==> src/common/tlic_defines.svh <==
// Purpose: constants of the two-level interrupt controller (offsets, fields, resets, vectors)
// Assumes: included by bare name after the package is compiled
// Notes:   definitions only
`ifndef TLIC_DEFINES_SVH
`define TLIC_DEFINES_SVH

// ****************************************************************
// register offsets (byte addresses)
// ****************************************************************
`define TLIC_OFS_ENABLE   8'h00
`define TLIC_OFS_PRIORITY 8'h04
`define TLIC_OFS_FLAGS    8'h08
`define TLIC_OFS_MODE     8'h0c
`define TLIC_OFS_STATUS   8'h10

// ****************************************************************
// field positions
// ****************************************************************
`define TLIC_EN_GATE_BIT  7
`define TLIC_EN_WMASK     8'hbf
`define TLIC_PRI_WMASK    8'h3f
`define TLIC_NUM_SRC      6
`define TLIC_FLG_EXT0     0
`define TLIC_FLG_TF0      1
`define TLIC_FLG_EXT1     2
`define TLIC_FLG_TF1      3
`define TLIC_FLG_RX       4
`define TLIC_FLG_TX       5
`define TLIC_FLG_TF2      6
`define TLIC_FLG_TIMER2_EXTERNAL_FLAG     7
`define TLIC_MODE_EDGE0   0
`define TLIC_MODE_EDGE1   1

// ****************************************************************
// reset values and vectors
// ****************************************************************
`define TLIC_ENABLE_RST   8'h00
`define TLIC_PRIORITY_RST 8'h00
`define TLIC_FLAGS_RST    8'h00
`define TLIC_MODE_RST     2'h0
`define TLIC_VEC_BASE     16'h0003
`define TLIC_VEC_STRIDE   16'h0008

`endif

==> src/common/tlic_pkg.sv <==
// Purpose: types shared by the interrupt controller modules
// Assumes: nothing
// Notes:   source codes follow the fixed polling order, ext0 first
package tlic_pkg;

  typedef enum logic [2:0] {
    TLIC_SRC_EXT0   = 3'b000,
    TLIC_SRC_TIMER0 = 3'b001,
    TLIC_SRC_EXT1   = 3'b010,
    TLIC_SRC_TIMER1 = 3'b011,
    TLIC_SRC_SERIAL = 3'b100,
    TLIC_SRC_TIMER2 = 3'b101
  } tlic_src_e;

  // poll result: one pending vector
  typedef struct packed {
    logic      valid;
    logic      hi;
    tlic_src_e src;
  } tlic_win_s;

  // hardware events from timers and serial port; the external pins come in separately
  typedef struct packed {
    logic t0_ovf;
    logic t1_ovf;
    logic t2_ovf;
    logic t2_ext;
    logic rx_done;
    logic tx_done;
  } tlic_evt_s;

endpackage

==> src/hw/tlic_top.sv <==
// Purpose: two-level interrupt controller with AHB-Lite register access
// Assumes: S5P2 strobe and core poll/ack/return signals synchronous to CLK
// Notes:   zero-wait slave; HREADYOUT follows CE so a frozen block stalls the bus
//
// Local design decisions: the register addresses and the AHB-Lite register port.
`include "tlic_defines.svh"

module tlic_top (
  input  wire logic                CLK,
  input  wire logic                RST_B,
  input  wire logic                CE,
  // ahb-lite slave
  input  wire logic                HSEL,
  input  wire logic [31:0]         HADDR,
  input  wire logic [1:0]          HTRANS,
  input  wire logic                HWRITE,
  input  wire logic [2:0]          HSIZE,
  input  wire logic [31:0]         HWDATA,
  input  wire logic                HREADY,
  output logic      [31:0]         HRDATA,
  output logic                     HREADYOUT,
  output logic                     HRESP,
  // request sources
  input  tlic_pkg::tlic_evt_s      EVT,
  input  wire logic                EXT0_N,
  input  wire logic                EXT1_N,
  // machine-cycle timing and core handshake
  input  wire logic                S5P2,
  input  wire logic                POLL_OK,
  input  wire logic                VEC_ACK,
  input  wire logic                RETURN_FROM_ISR,
  output logic                     VEC_REQ,
  output logic      [15:0]         VEC_ADDR,
  output logic                     VEC_LEVEL_HI,
  output logic      [1:0]          IN_PROGRESS
);
  import tlic_pkg::*;

  // ****************************************************************
  // state
  // ****************************************************************
  logic [7:0]  irq_enable_reg;
  logic [7:0]  irq_priority_reg;
  logic [7:0]  flags;
  logic [7:0]  next_flags;
  logic [1:0]  ext_edge_mode;
  logic [1:0]  pin_prev_hi;
  logic        ip_lo;
  logic        ip_hi;
  logic        next_ip_lo;
  logic        next_ip_hi;
  tlic_win_s   win;
  tlic_win_s   poll;
  logic [5:0]  src_req;
  logic [5:0]  gated_req;
  logic [5:0]  level_hi;
  logic        global_irq_gate;
  logic        ack;
  logic        return_from_isr;

  // bus data-phase state
  logic        dph_wr;
  logic [7:0]  dph_ofs;
  logic        aph_valid;
  logic [7:0]  aph_ofs;
  logic        wr_enable;
  logic        wr_priority;
  logic        wr_flags;
  logic        wr_mode;
  logic [31:0] rd_mux;

  // ****************************************************************
  // ahb-lite slave
  // ****************************************************************
  // only whole-word transfers are expected; HSIZE is not checked
  assign HREADYOUT = CE;
  assign HRESP     = 1'b0;
  assign aph_valid = HSEL & HTRANS[1] & HREADY & CE;
  assign aph_ofs   = HADDR[7:0];

  always_ff @(posedge CLK or negedge RST_B) begin
    if (!RST_B) begin
      dph_wr  <= 1'b0;
      dph_ofs <= 8'h00;
    end else if (CE && HREADY) begin
      dph_wr  <= aph_valid & HWRITE;
      dph_ofs <= aph_ofs;
    end
  end

  assign wr_enable   = CE & dph_wr & (dph_ofs == `TLIC_OFS_ENABLE);
  assign wr_priority = CE & dph_wr & (dph_ofs == `TLIC_OFS_PRIORITY);
  assign wr_flags    = CE & dph_wr & (dph_ofs == `TLIC_OFS_FLAGS);
  assign wr_mode     = CE & dph_wr & (dph_ofs == `TLIC_OFS_MODE);

  always_comb begin
    unique case (aph_ofs)
      `TLIC_OFS_ENABLE:   rd_mux = {24'h000000, irq_enable_reg};
      `TLIC_OFS_PRIORITY: rd_mux = {24'h000000, irq_priority_reg};
      `TLIC_OFS_FLAGS:    rd_mux = {24'h000000, flags};
      `TLIC_OFS_MODE:     rd_mux = {30'h00000000, ext_edge_mode};
      `TLIC_OFS_STATUS:   rd_mux = {25'h0000000, win.valid, win.hi, win.src, ip_hi, ip_lo};
      default:            rd_mux = 32'h00000000;
    endcase
  end

  // read data captured at the address phase, so it stands through the data phase
  always_ff @(posedge CLK or negedge RST_B) begin
    if (!RST_B) begin
      HRDATA <= 32'h00000000;
    end else if (aph_valid && !HWRITE) begin
      HRDATA <= rd_mux;
    end
  end

  // ****************************************************************
  // enable, priority and mode registers
  // ****************************************************************
  always_ff @(posedge CLK or negedge RST_B) begin
    if (!RST_B) begin
      irq_enable_reg <= `TLIC_ENABLE_RST;
    end else if (wr_enable) begin
      irq_enable_reg <= HWDATA[7:0] & `TLIC_EN_WMASK;
    end
  end

  always_ff @(posedge CLK or negedge RST_B) begin
    if (!RST_B) begin
      irq_priority_reg <= `TLIC_PRIORITY_RST;
    end else if (wr_priority) begin
      irq_priority_reg <= HWDATA[7:0] & `TLIC_PRI_WMASK;
    end
  end

  always_ff @(posedge CLK or negedge RST_B) begin
    if (!RST_B) begin
      ext_edge_mode <= `TLIC_MODE_RST;
    end else if (wr_mode) begin
      ext_edge_mode <= HWDATA[1:0];
    end
  end

  // ****************************************************************
  // request flags
  // ****************************************************************
  assign ack  = CE & VEC_ACK & win.valid;
  assign return_from_isr = CE & RETURN_FROM_ISR;

  // previous pin samples for edge detection, taken once per machine cycle
  always_ff @(posedge CLK or negedge RST_B) begin
    if (!RST_B) begin
      pin_prev_hi <= 2'b11;
    end else if (CE && S5P2) begin
      pin_prev_hi <= {EXT1_N, EXT0_N};
    end
  end

  // order: software write, then vectoring clears, then hardware sets, so a set
  // landing in the same cycle as any clear is kept
  always_comb begin
    next_flags = flags;
    if (wr_flags) begin
      next_flags = HWDATA[7:0];
    end
    if (ack) begin
      unique case (win.src)
        TLIC_SRC_TIMER0: next_flags[`TLIC_FLG_TF0] = 1'b0;
        TLIC_SRC_TIMER1: next_flags[`TLIC_FLG_TF1] = 1'b0;
        TLIC_SRC_EXT0: begin
          if (ext_edge_mode[`TLIC_MODE_EDGE0]) begin
            next_flags[`TLIC_FLG_EXT0] = 1'b0;
          end
        end
        TLIC_SRC_EXT1: begin
          if (ext_edge_mode[`TLIC_MODE_EDGE1]) begin
            next_flags[`TLIC_FLG_EXT1] = 1'b0;
          end
        end
        TLIC_SRC_SERIAL: ;
        TLIC_SRC_TIMER2: ;
      endcase
    end
    next_flags[`TLIC_FLG_TF0]  = next_flags[`TLIC_FLG_TF0]  | EVT.t0_ovf;
    next_flags[`TLIC_FLG_TF1]  = next_flags[`TLIC_FLG_TF1]  | EVT.t1_ovf;
    next_flags[`TLIC_FLG_TF2]  = next_flags[`TLIC_FLG_TF2]  | EVT.t2_ovf;
    next_flags[`TLIC_FLG_TIMER2_EXTERNAL_FLAG] = next_flags[`TLIC_FLG_TIMER2_EXTERNAL_FLAG] | EVT.t2_ext;
    next_flags[`TLIC_FLG_RX]   = next_flags[`TLIC_FLG_RX]   | EVT.rx_done;
    next_flags[`TLIC_FLG_TX]   = next_flags[`TLIC_FLG_TX]   | EVT.tx_done;
    if (S5P2) begin
      // level mode: the pin owns the flag; edge mode: high then low sets it
      if (ext_edge_mode[`TLIC_MODE_EDGE0]) begin
        next_flags[`TLIC_FLG_EXT0] = next_flags[`TLIC_FLG_EXT0]
                                     | (pin_prev_hi[0] & ~EXT0_N);
      end else begin
        next_flags[`TLIC_FLG_EXT0] = ~EXT0_N;
      end
      if (ext_edge_mode[`TLIC_MODE_EDGE1]) begin
        next_flags[`TLIC_FLG_EXT1] = next_flags[`TLIC_FLG_EXT1]
                                     | (pin_prev_hi[1] & ~EXT1_N);
      end else begin
        next_flags[`TLIC_FLG_EXT1] = ~EXT1_N;
      end
    end
  end

  always_ff @(posedge CLK or negedge RST_B) begin
    if (!RST_B) begin
      flags <= `TLIC_FLAGS_RST;
    end else if (CE) begin
      flags <= next_flags;
    end
  end

  // ****************************************************************
  // source requests and gating
  // ****************************************************************
  assign src_req[TLIC_SRC_EXT0]   = flags[`TLIC_FLG_EXT0];
  assign src_req[TLIC_SRC_TIMER0] = flags[`TLIC_FLG_TF0];
  assign src_req[TLIC_SRC_EXT1]   = flags[`TLIC_FLG_EXT1];
  assign src_req[TLIC_SRC_TIMER1] = flags[`TLIC_FLG_TF1];
  assign src_req[TLIC_SRC_SERIAL] = flags[`TLIC_FLG_RX] | flags[`TLIC_FLG_TX];
  assign src_req[TLIC_SRC_TIMER2] = flags[`TLIC_FLG_TF2] | flags[`TLIC_FLG_TIMER2_EXTERNAL_FLAG];

  assign global_irq_gate = irq_enable_reg[`TLIC_EN_GATE_BIT];
  assign gated_req = src_req & irq_enable_reg[5:0] & {6{global_irq_gate}};
  assign level_hi  = irq_priority_reg[5:0];

  tlic_arbiter u_arbiter (
    .req     (gated_req),
    .hi      (level_hi),
    .busy_lo (ip_lo),
    .busy_hi (ip_hi),
    .win     (poll)
  );

  // ****************************************************************
  // polling: snapshot at S5P2, offered during the following cycle
  // ****************************************************************
  // each S5P2 replaces the snapshot, so a request that was blocked and has
  // since dropped is simply gone
  always_ff @(posedge CLK or negedge RST_B) begin
    if (!RST_B) begin
      win <= '0;
    end else if (CE) begin
      if (S5P2) begin
        win <= poll;
      end else if (ack) begin
        win.valid <= 1'b0;
      end
    end
  end

  always_ff @(posedge CLK or negedge RST_B) begin
    if (!RST_B) begin
      VEC_ADDR     <= 16'h0000;
      VEC_LEVEL_HI <= 1'b0;
    end else if (CE && S5P2) begin
      VEC_ADDR     <= `TLIC_VEC_BASE + {10'h000, poll.src, 3'h0};
      VEC_LEVEL_HI <= poll.hi;
    end
  end

  // the core runs the call only in an instruction's final cycle, outside a
  // return or an access to these registers; POLL_OK carries that judgement
  assign VEC_REQ = win.valid & POLL_OK;

  // ****************************************************************
  // in-progress markers
  // ****************************************************************
  always_comb begin
    next_ip_lo = ip_lo;
    next_ip_hi = ip_hi;
    if (return_from_isr) begin
      if (ip_hi) begin
        next_ip_hi = 1'b0;
      end else begin
        next_ip_lo = 1'b0;
      end
    end
    if (ack) begin
      if (win.hi) begin
        next_ip_hi = 1'b1;
      end else begin
        next_ip_lo = 1'b1;
      end
    end
  end

  always_ff @(posedge CLK or negedge RST_B) begin
    if (!RST_B) begin
      ip_lo <= 1'b0;
      ip_hi <= 1'b0;
    end else if (CE) begin
      ip_lo <= next_ip_lo;
      ip_hi <= next_ip_hi;
    end
  end

  assign IN_PROGRESS = {ip_hi, ip_lo};

endmodule

==> src/hw/tlic_arbiter.sv <==
// Purpose: picks the source to vector to from gated requests and levels
// Assumes: requests already gated by enables
// Notes:   purely combinational
module tlic_arbiter (
  input  wire logic [5:0]         req,
  input  wire logic [5:0]         hi,
  input  wire logic               busy_lo,
  input  wire logic               busy_hi,
  output tlic_pkg::tlic_win_s     win
);
  import tlic_pkg::*;

  logic [5:0] hi_req;
  logic [5:0] lo_req;
  logic [5:0] pick;
  logic       use_hi;

  always_comb begin
    hi_req = req & hi & {6{~busy_hi}};
    lo_req = req & ~hi & {6{~busy_hi & ~busy_lo}};
    use_hi = |hi_req;
    pick   = use_hi ? hi_req : lo_req;
    win    = '0;
    // lowest index wins: scan downward so the last hit is the first in order
    for (int i = 5; i >= 0; i--) begin
      if (pick[i]) begin
        win.valid = 1'b1;
        win.hi    = use_hi;
        win.src   = tlic_src_e'(3'(i));
      end
    end
  end

endmodule

==> config.mk <==
export PLATFORM = sky130hd
export DESIGN_NAME = tlic_top
export DESIGN_NICKNAME = d
export VERILOG_FILES = /design/src/common/tlic_pkg.sv /design/src/hw/tlic_top.sv /design/src/hw/tlic_arbiter.sv
export VERILOG_INCLUDE_DIRS = /design/src /design/src/common
export SDC_FILE = /design/constraint.sdc
export NUM_CORES = 1
export LEC_CHECK = 0
export BUFFER_PORTS_ARGS = -buffer_cell sky130_fd_sc_hd__clkbuf_2
export CORE_MARGIN = 8
export CORE_UTILIZATION = 30
export DETAILED_ROUTE_END_ITERATION = 8
export PLACE_DENSITY = 0.66
export SKIP_CTS_REPAIR_TIMING = 1
export SYNTH_ARGS = -nofsm -noshare
export SYNTH_HDL_FRONTEND = slang
export SYNTH_SLANG_ARGS = --single-unit
==> constraint.sdc <==
create_clock -name CLK -period 2.8 [get_ports CLK]
set_clock_uncertainty 0.1 [all_clocks]
set_input_delay 0.14 -clock CLK [delete_from_list [all_inputs] [get_ports CLK]]
set_output_delay 0.14 -clock CLK [all_outputs]
set_load 0.02 [all_outputs]
* Yosys cells after proc, flatten, opt, wreduce, memory -nomap -nowiden *
Index checks and enable logic that the tools add are counted.

storage, ports and cells
  register bits = 90
  input bits = 87
  output and inout bits = 54

operators by class
  add/sub/neg operators = 1
  eq/ne operators = 10
  mux-type cells = 29
  bitwise logic cells = 37
  reductions and logical operators = 11

operators by type and width
  operator                                       count
  one-hot mux 8 bit (5 select lines)             1
  bitwise AND 6 bit                              6
  == test 8 x 4 -> 1 bit, second input constant  4
  2-to-1 mux 5 bit                               6
  2-to-1 mux 1 bit                               19
  bitwise AND 1 bit                              16
  == test 8 x 3 -> 1 bit, second input constant  2
  zero test 8 bit                                2
  OR 1 bit                                       10
  == test 8 x 5 -> 1 bit, second input constant  1
  2-to-1 mux 8 bit                               1
  adder 2 x 6 -> 7 bit, first input constant     1
  == test 3 x 2 -> 1 bit, second input constant  2
  2-to-1 mux 6 bit                               1
  inverter 6 bit                                 1
  OR reduction 6 bit                             1
  2-to-1 mux 4 bit                               1
  inverter 1 bit                                 4
  AND reduction 2 bit                            2
  == test 3 x 1 -> 1 bit, second input constant  1
  logical AND 1 bit                              3
  zero test 3 bit                                1
  nonzero test 2 bit                             1
  zero test 1 bit                                1

* Longest topological paths before layout *
Gate-level depths: netlist of run 1.

  word-level depth = 14
  mapped depth = 7

* Modules after synthesis *
Synthesis of run 1 repeated with hierarchy kept, for this count alone.

unflattened totals
  cells, all modules = 273
  area, all modules = 2902.8 µm²

modules (own cells, without submodules)
  module        times used  cells each  area each (µm²)  sequential area each (µm²)
  tlic_top      1           245         2700.1           1253.7
  tlic_arbiter  1           28          202.7            0.0

* Least setup slack after synthesis of run 1 *
Ideal clock, no wire load.

  path kind = register to register
  start point = register irq_enable_reg[7]
  end point = register win[0] (netlist name)
  arrival time = 1.784 ns
  required time = 2.596 ns
  setup slack = 0.812 ns
  stages on the path, launching flop included = 7
  cell sequence = dfrtp_1 -> nor2b_2 -> buf_6 -> a32o_2 -> or4_1 -> a221o_1 -> o311ai_1

on the way
  word-level cells in the longest chain between the ends = 11
  elaborated cells between the ends (all ways) = 13
  classes of those cells = mux: 7; bitwise: 5; reduce/logical: 1

RTL lines
  item                             RTL line            RTL
  start: declaration               tlic_top.sv:42      logic [7:0] irq_enable_reg;
  start signal: assignment         tlic_top.sv:121     irq_enable_reg <= `TLIC_ENABLE_RST;
  start signal: assignment         tlic_top.sv:123     irq_enable_reg <= HWDATA[7:0] & `TLIC_EN_WMASK;
  bitwise AND 6 bit (*)            tlic_top.sv:225     assign gated_req = src_req & irq_enable_reg[5:0] & {6{global_irq_gate}};
  bitwise AND 6 bit (2 in series)  tlic_arbiter.sv:19  hi_req = req & hi & {6{~busy_hi}};
  OR reduction 6 bit               tlic_arbiter.sv:21  use_hi = |hi_req;
  2-to-1 mux 6 bit (*)             tlic_arbiter.sv:22  pick = use_hi ? hi_req : lo_req;
  2-to-1 mux 5 bit (5 in series)   tlic_arbiter.sv:26  if (pick[i]) begin
  2-to-1 mux 5 bit (*)             tlic_arbiter.sv:26
  end signal: assignment           tlic_top.sv:246     win <= poll;
  end: declaration                 tlic_top.sv:52      tlic_win_s win;

Every way passes the cells marked *; elsewhere a longest branch is shown, timed or not.
A chain may end at the register's enable or synchronous reset.

* Final worst setup path of run 1 *
  start point = register ip_hi
  end point = register win[4] (netlist name)

on the way
  word-level cells in the longest chain between the ends = 11
  elaborated cells between the ends (all ways) = 13
  classes of those cells = mux: 8; bitwise: 4; reduce/logical: 1

RTL lines
  item                                                     RTL line                                RTL
  start: declaration                                       tlic_top.sv:49                          logic ip_hi;
  start signal: assignment                                 tlic_top.sv:295                         ip_hi <= next_ip_hi;
  inverter 1 bit (*)                                       tlic_arbiter.sv:19, tlic_arbiter.sv:20
  bitwise AND 6 bit or bitwise AND 1 bit (tied branches)   tlic_arbiter.sv:19, tlic_arbiter.sv:20
  OR reduction 6 bit or bitwise AND 6 bit (tied branches)  tlic_arbiter.sv:21, tlic_arbiter.sv:20
  2-to-1 mux 6 bit (*)                                     tlic_arbiter.sv:22
  2-to-1 mux 5 bit (5 in series)                           tlic_arbiter.sv:26
  2-to-1 mux 5 bit (*)                                     tlic_arbiter.sv:26
  2-to-1 mux 1 bit (*)                                     tlic_top.sv:245                         if (S5P2) begin

Marked as above.

==> results of run 1 <==
-- power breakdown --
part	switching [mW]	internal, mW
Sequential	0.0406	0.765
Clock	0.255	0.182
Combinational	0.145	0.0940
Total	0.441	1.04
-- synthesized netlist by cell type, drive strengths merged, types with 5 or more instances --
cell | n | area (µm²)
mux2 | 25 | 282
nand3 | 8 | 40.0
inv | 5 | 18.8
buf | 47 | 348
nand2 | 24 | 90.1
o21ai | 18 | 90.1
dfrtp | 48 | 1200
a21oi | 15 | 78.8
a22o | 8 | 70.1
nor2b | 5 | 33.8
nand3b | 5 | 37.5
nor2 | 12 | 45.0
mux2i | 5 | 50.1
a31oi | 5 | 31.3
-- logic make-up after synthesis --
family	share of synthesized area [%]
buf+inv	13.1
other cells	0.129
flops	43.2
compound gates	15.8
simple gates	14.8
mux	13.0
-- layout by cell type, fill, tap and decap left out, drive strengths merged, types with 2 or more instances in the layout --
cell         count
buf              3
a22o             8
a31oi            5
a32o             2
clkbuf          58
dlygate4sd3     15
conb            36
a21o             3
a22oi            3
nand2           24
mux2i            5
nor3             3
dfstp            2
nand4            2
and3             3
o22ai            2
or3              3
nand2b           3
o21ai           18
or4              2
nor3b            3
mux4             2
and3b            2
nand3b           5
o31ai            2
o21a             2
mux2            25
a21oi           15
nor2            12
nand3            8
o2bb2ai          3
dfrtp           48
inv              6
clkinv           2
nor2b            5
-- metal layers --
metal / track usage, % / vias up
met2: 18.5 / 73
met1: 13.2 / 1090
li1: - / 1088
met3: 2.80 / 10
met5: 0 / -
met4: 4.26 / 0
-- worst max-delay path, delay by kind of cell (launching register included) --
kind            cells  cell delay, ns
compound gates      2            0.39
flops               1            0.46
simple gates        3            1.11
-- worst max-delay path by stage --
stage | start | cells past startpoint | endpoint
floorplan | irq_enable_reg[7] | 6 | win[0]
global placement | ip_hi | 5 | win[0]
detailed placement | ip_hi | 5 | win[0]
CTS | ip_hi | 5 | win[4]
global route | ip_hi | 5 | win[4]
finish | ip_hi | 5 | win[4]
-- final cells by class --
class	count	area [µm²]	area share [%]
multi-input combinational	216	1400	41.6
sequential	50	1250	37.2
timing repair buffer	70	433	12.9
tap	133	166	4.94
clock buffer	6	72.6	2.16
inverter	6	22.5	0.669
clock inverter	2	17.5	0.520
-- metrics by stage --
step	setup WS [ns]	util [%]
2_1_floorplan	0.812	-
3_3_place_gp	0.686	32.6
3_5_place_dp	0.702	32.6
4_1_cts	0.670	33.5
5_1_grt	0.338	35.1
6_report	0.647	35.1
==> summary.txt, run 1 <==
Outcome
  • Status: complete, but fails checks
  • Failing checks: negative hold slack

Min path
  • Hold path start: EVT[3]
  • Hold EP: flags[6]
  • Worst Hold Depth: 3
  • Worst Hold Class: in -> reg

Pwr
  • Leak: between 1.5 and 2 nW
  • Maximum VDD drop: ~0.00015 V
  • Pwr Total: 1.48 mW
  • PwrDens: 440 mW/mm²

Clocking
  • CTS sink count: 50
  • Clk root buf: clkbuf_8
  • Num CTS Buffers: 5
  • Clock Path Buffers: 2
  • Clk_lat worst skew: 0.31 ns
  • Htree depth: 2
  • Clock-pin slew on the worst setup and hold paths: 0.10 ns
  • CTS tree: built

Worst setup path
  • Worst Path Required: 2.93 ns
  • Worst reg-to-reg path cell count: 5
  • Worst reg2reg setup slack: 0.65 ns
  • Worst r2r dst: win[4]
  • Crit start category: flip-flop
  • Max stage delay on crit path: 0.56 ns
  • Critical path peak fanout: 9
  • Crit path DAT: 2.28 ns
  • Crit-path cells: nor2b_2 > nand3b_1 > nor3_1 > a21oi_1 > a22oi_1
  • Slowest-stage cell, CP: nor3_1
  • Crit. End Element: flip-flop
  • Crit Reg-Reg Startpoint: ip_hi
  • Crit path kind: reg -> reg

Floorplan
  • Row count: 36
  • Top Ports: 141
  • Die Height: 114 µm
  • Die Span X: 114 µm
  • Die footprint: 0.0131 mm²
  • Core area: 0.00959 mm²
  • Initial Utilization: 30.3%

Yosys
  • Yosys warns: 0
  • Post-synth ARST share: 100%
  • Primary FF master, synth: dfrtp_1
  • Synthesized area: 0.00291 mm²
  • EDFF count, synth: 0
  • Unique masters post-synth: 54
  • Average size of a mapped cell: just over 10 µm²
  • Mapped Cells: 287
  • FF+latch count, synth: 50
  • Sequential area share after synthesis: around 43%

Timing
  • Worst Tran Pin Value: 0.828 ns
  • Final setup viols: 0
  • F_max: 465 MHz
  • Hold slack: -0.00687 ns
  • RSZ-0062 raised after global routing: no
  • Max Slew Vio Count: 0
  • Setup_tns: 0 ns
  • Rel. slew slack: 44.8%
  • Final Critical Period: roughly 2.2 ns
  • Endpoints failing hold: 1
  • Final worst-path cycle share: 76.9%

Route
  • DRC: 0
  • Drt wl/cell: ~15 µm
  • Total number of vias: 2261
  • WL met2: 3610 µm
  • M1 wire length: 3120 µm
  • Drt pass-1 iters: 4
  • Met3 wire len: ~530 µm
  • Top Metal Used: met4
  • Detailed router's first-iteration violation count: 97
  • Vias/cell: 4.68
  • Remaining antenna violation count after routing: 0
  • WL final: around 7400 µm

Cells and area
  • Area growth from synthesis to layout: 15.9%
  • Largest regs: HRDATA: 8 flops, dph_ofs: 8 flops, flags: 8 flops
  • Non-filler instance count after layout: 483
  • Nets: 436
  • Design area: 0.00337 mm²
  • # fillers: ~990
  • Antenna diodes: 0
  • Share of cells above drive strength 1: 28.9%

Placement
  • I/O Buffers: 52
  • Placed instance count: 460
  • Dpl cell area: ~0.0031 mm²
  • GP Congestion: 0.908
  • DP HPWL: slightly below 6000 µm

Run
  • Max Cap Viol: 0

Global route
  • Pin count of the biggest net entering global routing: 34
  • Total gr overflow: 0
  • First-pass GRT wire length: around 11000 µm
  • Global-route usage over all layers: 11.0%
  • Initial antenna violation count: 0
  • Vias in the first global route: between 2000 and 2500
No activity file was read; power rests on OpenSTA's default activity.
==> inputs of run 2 (changes only) <==
Clock period 2.8 ns to 2.1 ns, I/O delays scaled along.
==> run 2 against run 1 <==
  * The flow still finishes with violations (negative hold slack)
  * Via count grew 5.2%
  * Worst setup slack got worse by 0.61 ns
  * Routed wire length increased by 2.5%
  * Sequential share of layout area down 2.0 points
  * Global-route usage up 0.58 points
  * Largest power group unchanged
==> summary.txt, run 2 (synthesis gave the netlist of run 1 again) <==
Outcome
  • Status: complete, but fails checks
  • Failing checks: negative hold slack

Global route
  • Met1 Track Usage GR: 13.5% (+0.31 points)
  • First-pass GRT wire length: 12000 µm (+4.8%)
  • Initial antenna violation count: 0 (unchanged)
  • Global-route usage over all layers: 11.6% (+0.58 points)
  • Total gr overflow: 0 (unchanged)
  • Grt met2 use: 19.8% (+1.3 points)
  • Grt met3 use: 2.85% (+0.053 points)
  • Vias in the first global route: 2326 (+8.6%)
  • Pin count of the biggest net entering global routing: 27 (-21%)
  • GR peak layer: met2

Clocking
  • Clk_lat worst skew: 0.31 ns (about the same)
  • Clk root buf: clkbuf_8
  • CTS sink count: 50 (unchanged)
  • Clock Path Buffers: 2 (unchanged)
  • Htree depth: 2 (unchanged)
  • CTS tree: built
  • Clock-pin slew on the worst setup and hold paths: 0.09 ns (about the same)
  • Num CTS Buffers: 5 (unchanged)

Placement
  • I/O Buffers: 52 (unchanged)
  • DP Worst Slack: 0.0542 ns (-0.647 ns)
  • GP Congestion: 0.940 (+3.5%)
  • DP HPWL: 6130 µm (+4.6%)

Timing
  • Final setup viols: 0 (unchanged)
  • Hold slack: -0.0351 ns (-0.0282 ns)
  • Endpoints failing hold: 7 (+6)
  • Worst Tran Pin Value: 0.667 ns (-0.161 ns)
  • Final Critical Period: 2.06 ns (-0.0919 ns)
  • Max Slew Vio Count: 0 (unchanged)
  • Final Worst Setup Slack: 0.0392 ns (-0.608 ns)
  • F_max: 485 MHz (+4.5%)
  • Final worst-path cycle share: 98.1% (+21 points)
  • RSZ-0062 raised after global routing: no
  • Rel. slew slack: 55.6% (+11 points)
  • Setup_tns: 0 ns (unchanged)

Worst setup path
  • Crit path kind: reg -> reg
  • Crit. End Element: flip-flop
  • Critical path peak fanout: 4 (-5)
  • Crit path DAT: 2.15 ns (-0.13 ns)
  • Crit start category: flip-flop
  • Worst Path Required: 2.19 ns (-0.74 ns)

Route
  • Total number of vias: 2378 (+5.2%)
  • Drt pass-1 iters: 4 (unchanged)
  • Drt wl/cell: 15.0 µm (-2.1%)
  • Vias/cell: 4.70 (+0.39%)
  • DRC: 0 (unchanged)
  • Detailed router's first-iteration violation count: 156 (+61%)
  • WL final: 7580 µm (+2.5%)
  • Remaining antenna violation count after routing: 0 (unchanged)

Cells and area
  • Register area: 0.00126 mm² (+0.20%)
  • Util after Layout: 37.2% (+2.1 points)
  • Share of cells above drive strength 1: 33.5% (+4.7 points)
  • # fillers: 976 (-1.5%)
  • Nets: 459 (+5.3%)
  • Antenna diodes: 0 (unchanged)
  • Area growth from synthesis to layout: 22.9%
  • Multi-input combinational cell area: 0.00141 mm² (+0.36%)
  • Most common cell after layout, fill and taps aside: clkbuf_2
  • Most frequent cells in the layout: 52 x clkbuf_2, 46 x dfrtp_1, 36 x conb_1
  • Largest regs: HRDATA: 8 flops, dph_ofs: 8 flops, flags: 8 flops

Pwr
  • Seq pwr share: 50.9% (-3.5 points)
  • Sw Share: 27.6% (-2.1 points)
  • Clock network power share: 32.4% (+2.9 points)
  • Logic gate share of total power: 16.7% (+0.6 points)
  • Sw Pwr: 0.580 mW (+32%)
  • Leak: 1.70 nW (+7.4%)
  • Maximum VDD drop: 0.000279 V (+82%)
  • PwrDens: 589 mW/mm² (+34%)
  • Pwr Total: 2.10 mW (+42%)
  • Int Pwr: 1.52 mW (+46%)

Floorplan
  • Die Span X: 114 µm (unchanged)
  • Die Height: 114 µm (unchanged)
  • Row count: 36 (unchanged)
  • Die footprint: 0.0131 mm² (unchanged)
  • Initial Utilization: 30.3% (unchanged)
  • Core area: 0.00959 mm² (unchanged)
  • Top Ports: 141 (unchanged)

Run
  • Max Cap Viol: 0 (unchanged)

Min path
  • Worst Hold Class: in -> reg
run 2: power by group through the flow:
| stage | clock network (mW) | registers, mW | logic (mW) |
|---|---|---|---|
| 3_5_place_dp | 0 | 1.09 | 0.326 |
| 4_1_cts | 0.692 | 1.07 | 0.327 |
| 6_report | 0.681 | 1.07 | 0.352 |
| 2_1_floorplan | 0 | 1.08 | 0.254 |
| 5_1_grt | 0.740 | 1.08 | 0.389 |
| 3_3_place_gp | 0 | 1.08 | 0.319 |
run 2: stage by stage:
| step | hold WS, ns | instances | cell area [µm²] |
|---|---|---|---|
| final | -0.0351 | 506 | 3570 |
| after floorplan | -0.291 | 322 | 3040 |
| after detailed placement | 0.0737 | 478 | 3260 |
| after CTS | -0.268 | 486 | 3370 |
| after global placement | 0.0632 | 478 | 3260 |
| after global routing | 0.00375 | 506 | 3570 |
run 2: cell type report:
type                            count  share of cell area, %
Clock buffer                        6                   2.03
Timing Repair Buffer               93                   17.0
Multi-Input combinational cell    216                   39.4
Tap cell                          133                   4.66
Sequential cell                    50                   35.2
Clock inverter                      2                   1.05
Inverter                            6                  0.631
run 2: worst paths after layout:
| path | start | end | cells past startpoint | slack [ns] |
|---|---|---|---|---|
| min in group asynchronous | RST_B | VEC_ADDR[1] | 2 | 0.26 |
| hold reg to reg | VEC_ADDR[1] | VEC_ADDR[1] | 1 | 0.39 |
| setup reg to reg | ip_hi | win[0] | 5 | 0.04 |
| max in group asynchronous | RST_B | irq_enable_reg[0] | 3 | 0.94 |
| setup / recovery | ip_hi | win[0] | 5 | 0.04 |
| hold / removal | EVT[5] | flags[1] | 3 | -0.04 |
run 2: per-layer routing:
layer / wire [µm] / vias up / part of all wire (%)
met5: 0 / - / 0
met4: 184 / 0 / 2.4
met3: 515 / 18 / 6.8
met2: 3700 / 83 / 49
met1: 3180 / 1140 / 42
li1: - / 1137 / -
run 2: critical path: stages (launching register included):
cell and delay [ns]:
dfrtp_2 0.43, and3b_2 0.23, a32o_2 0.24, or3_2 0.51
o31ai_1 0.30, o311ai_1 0.14
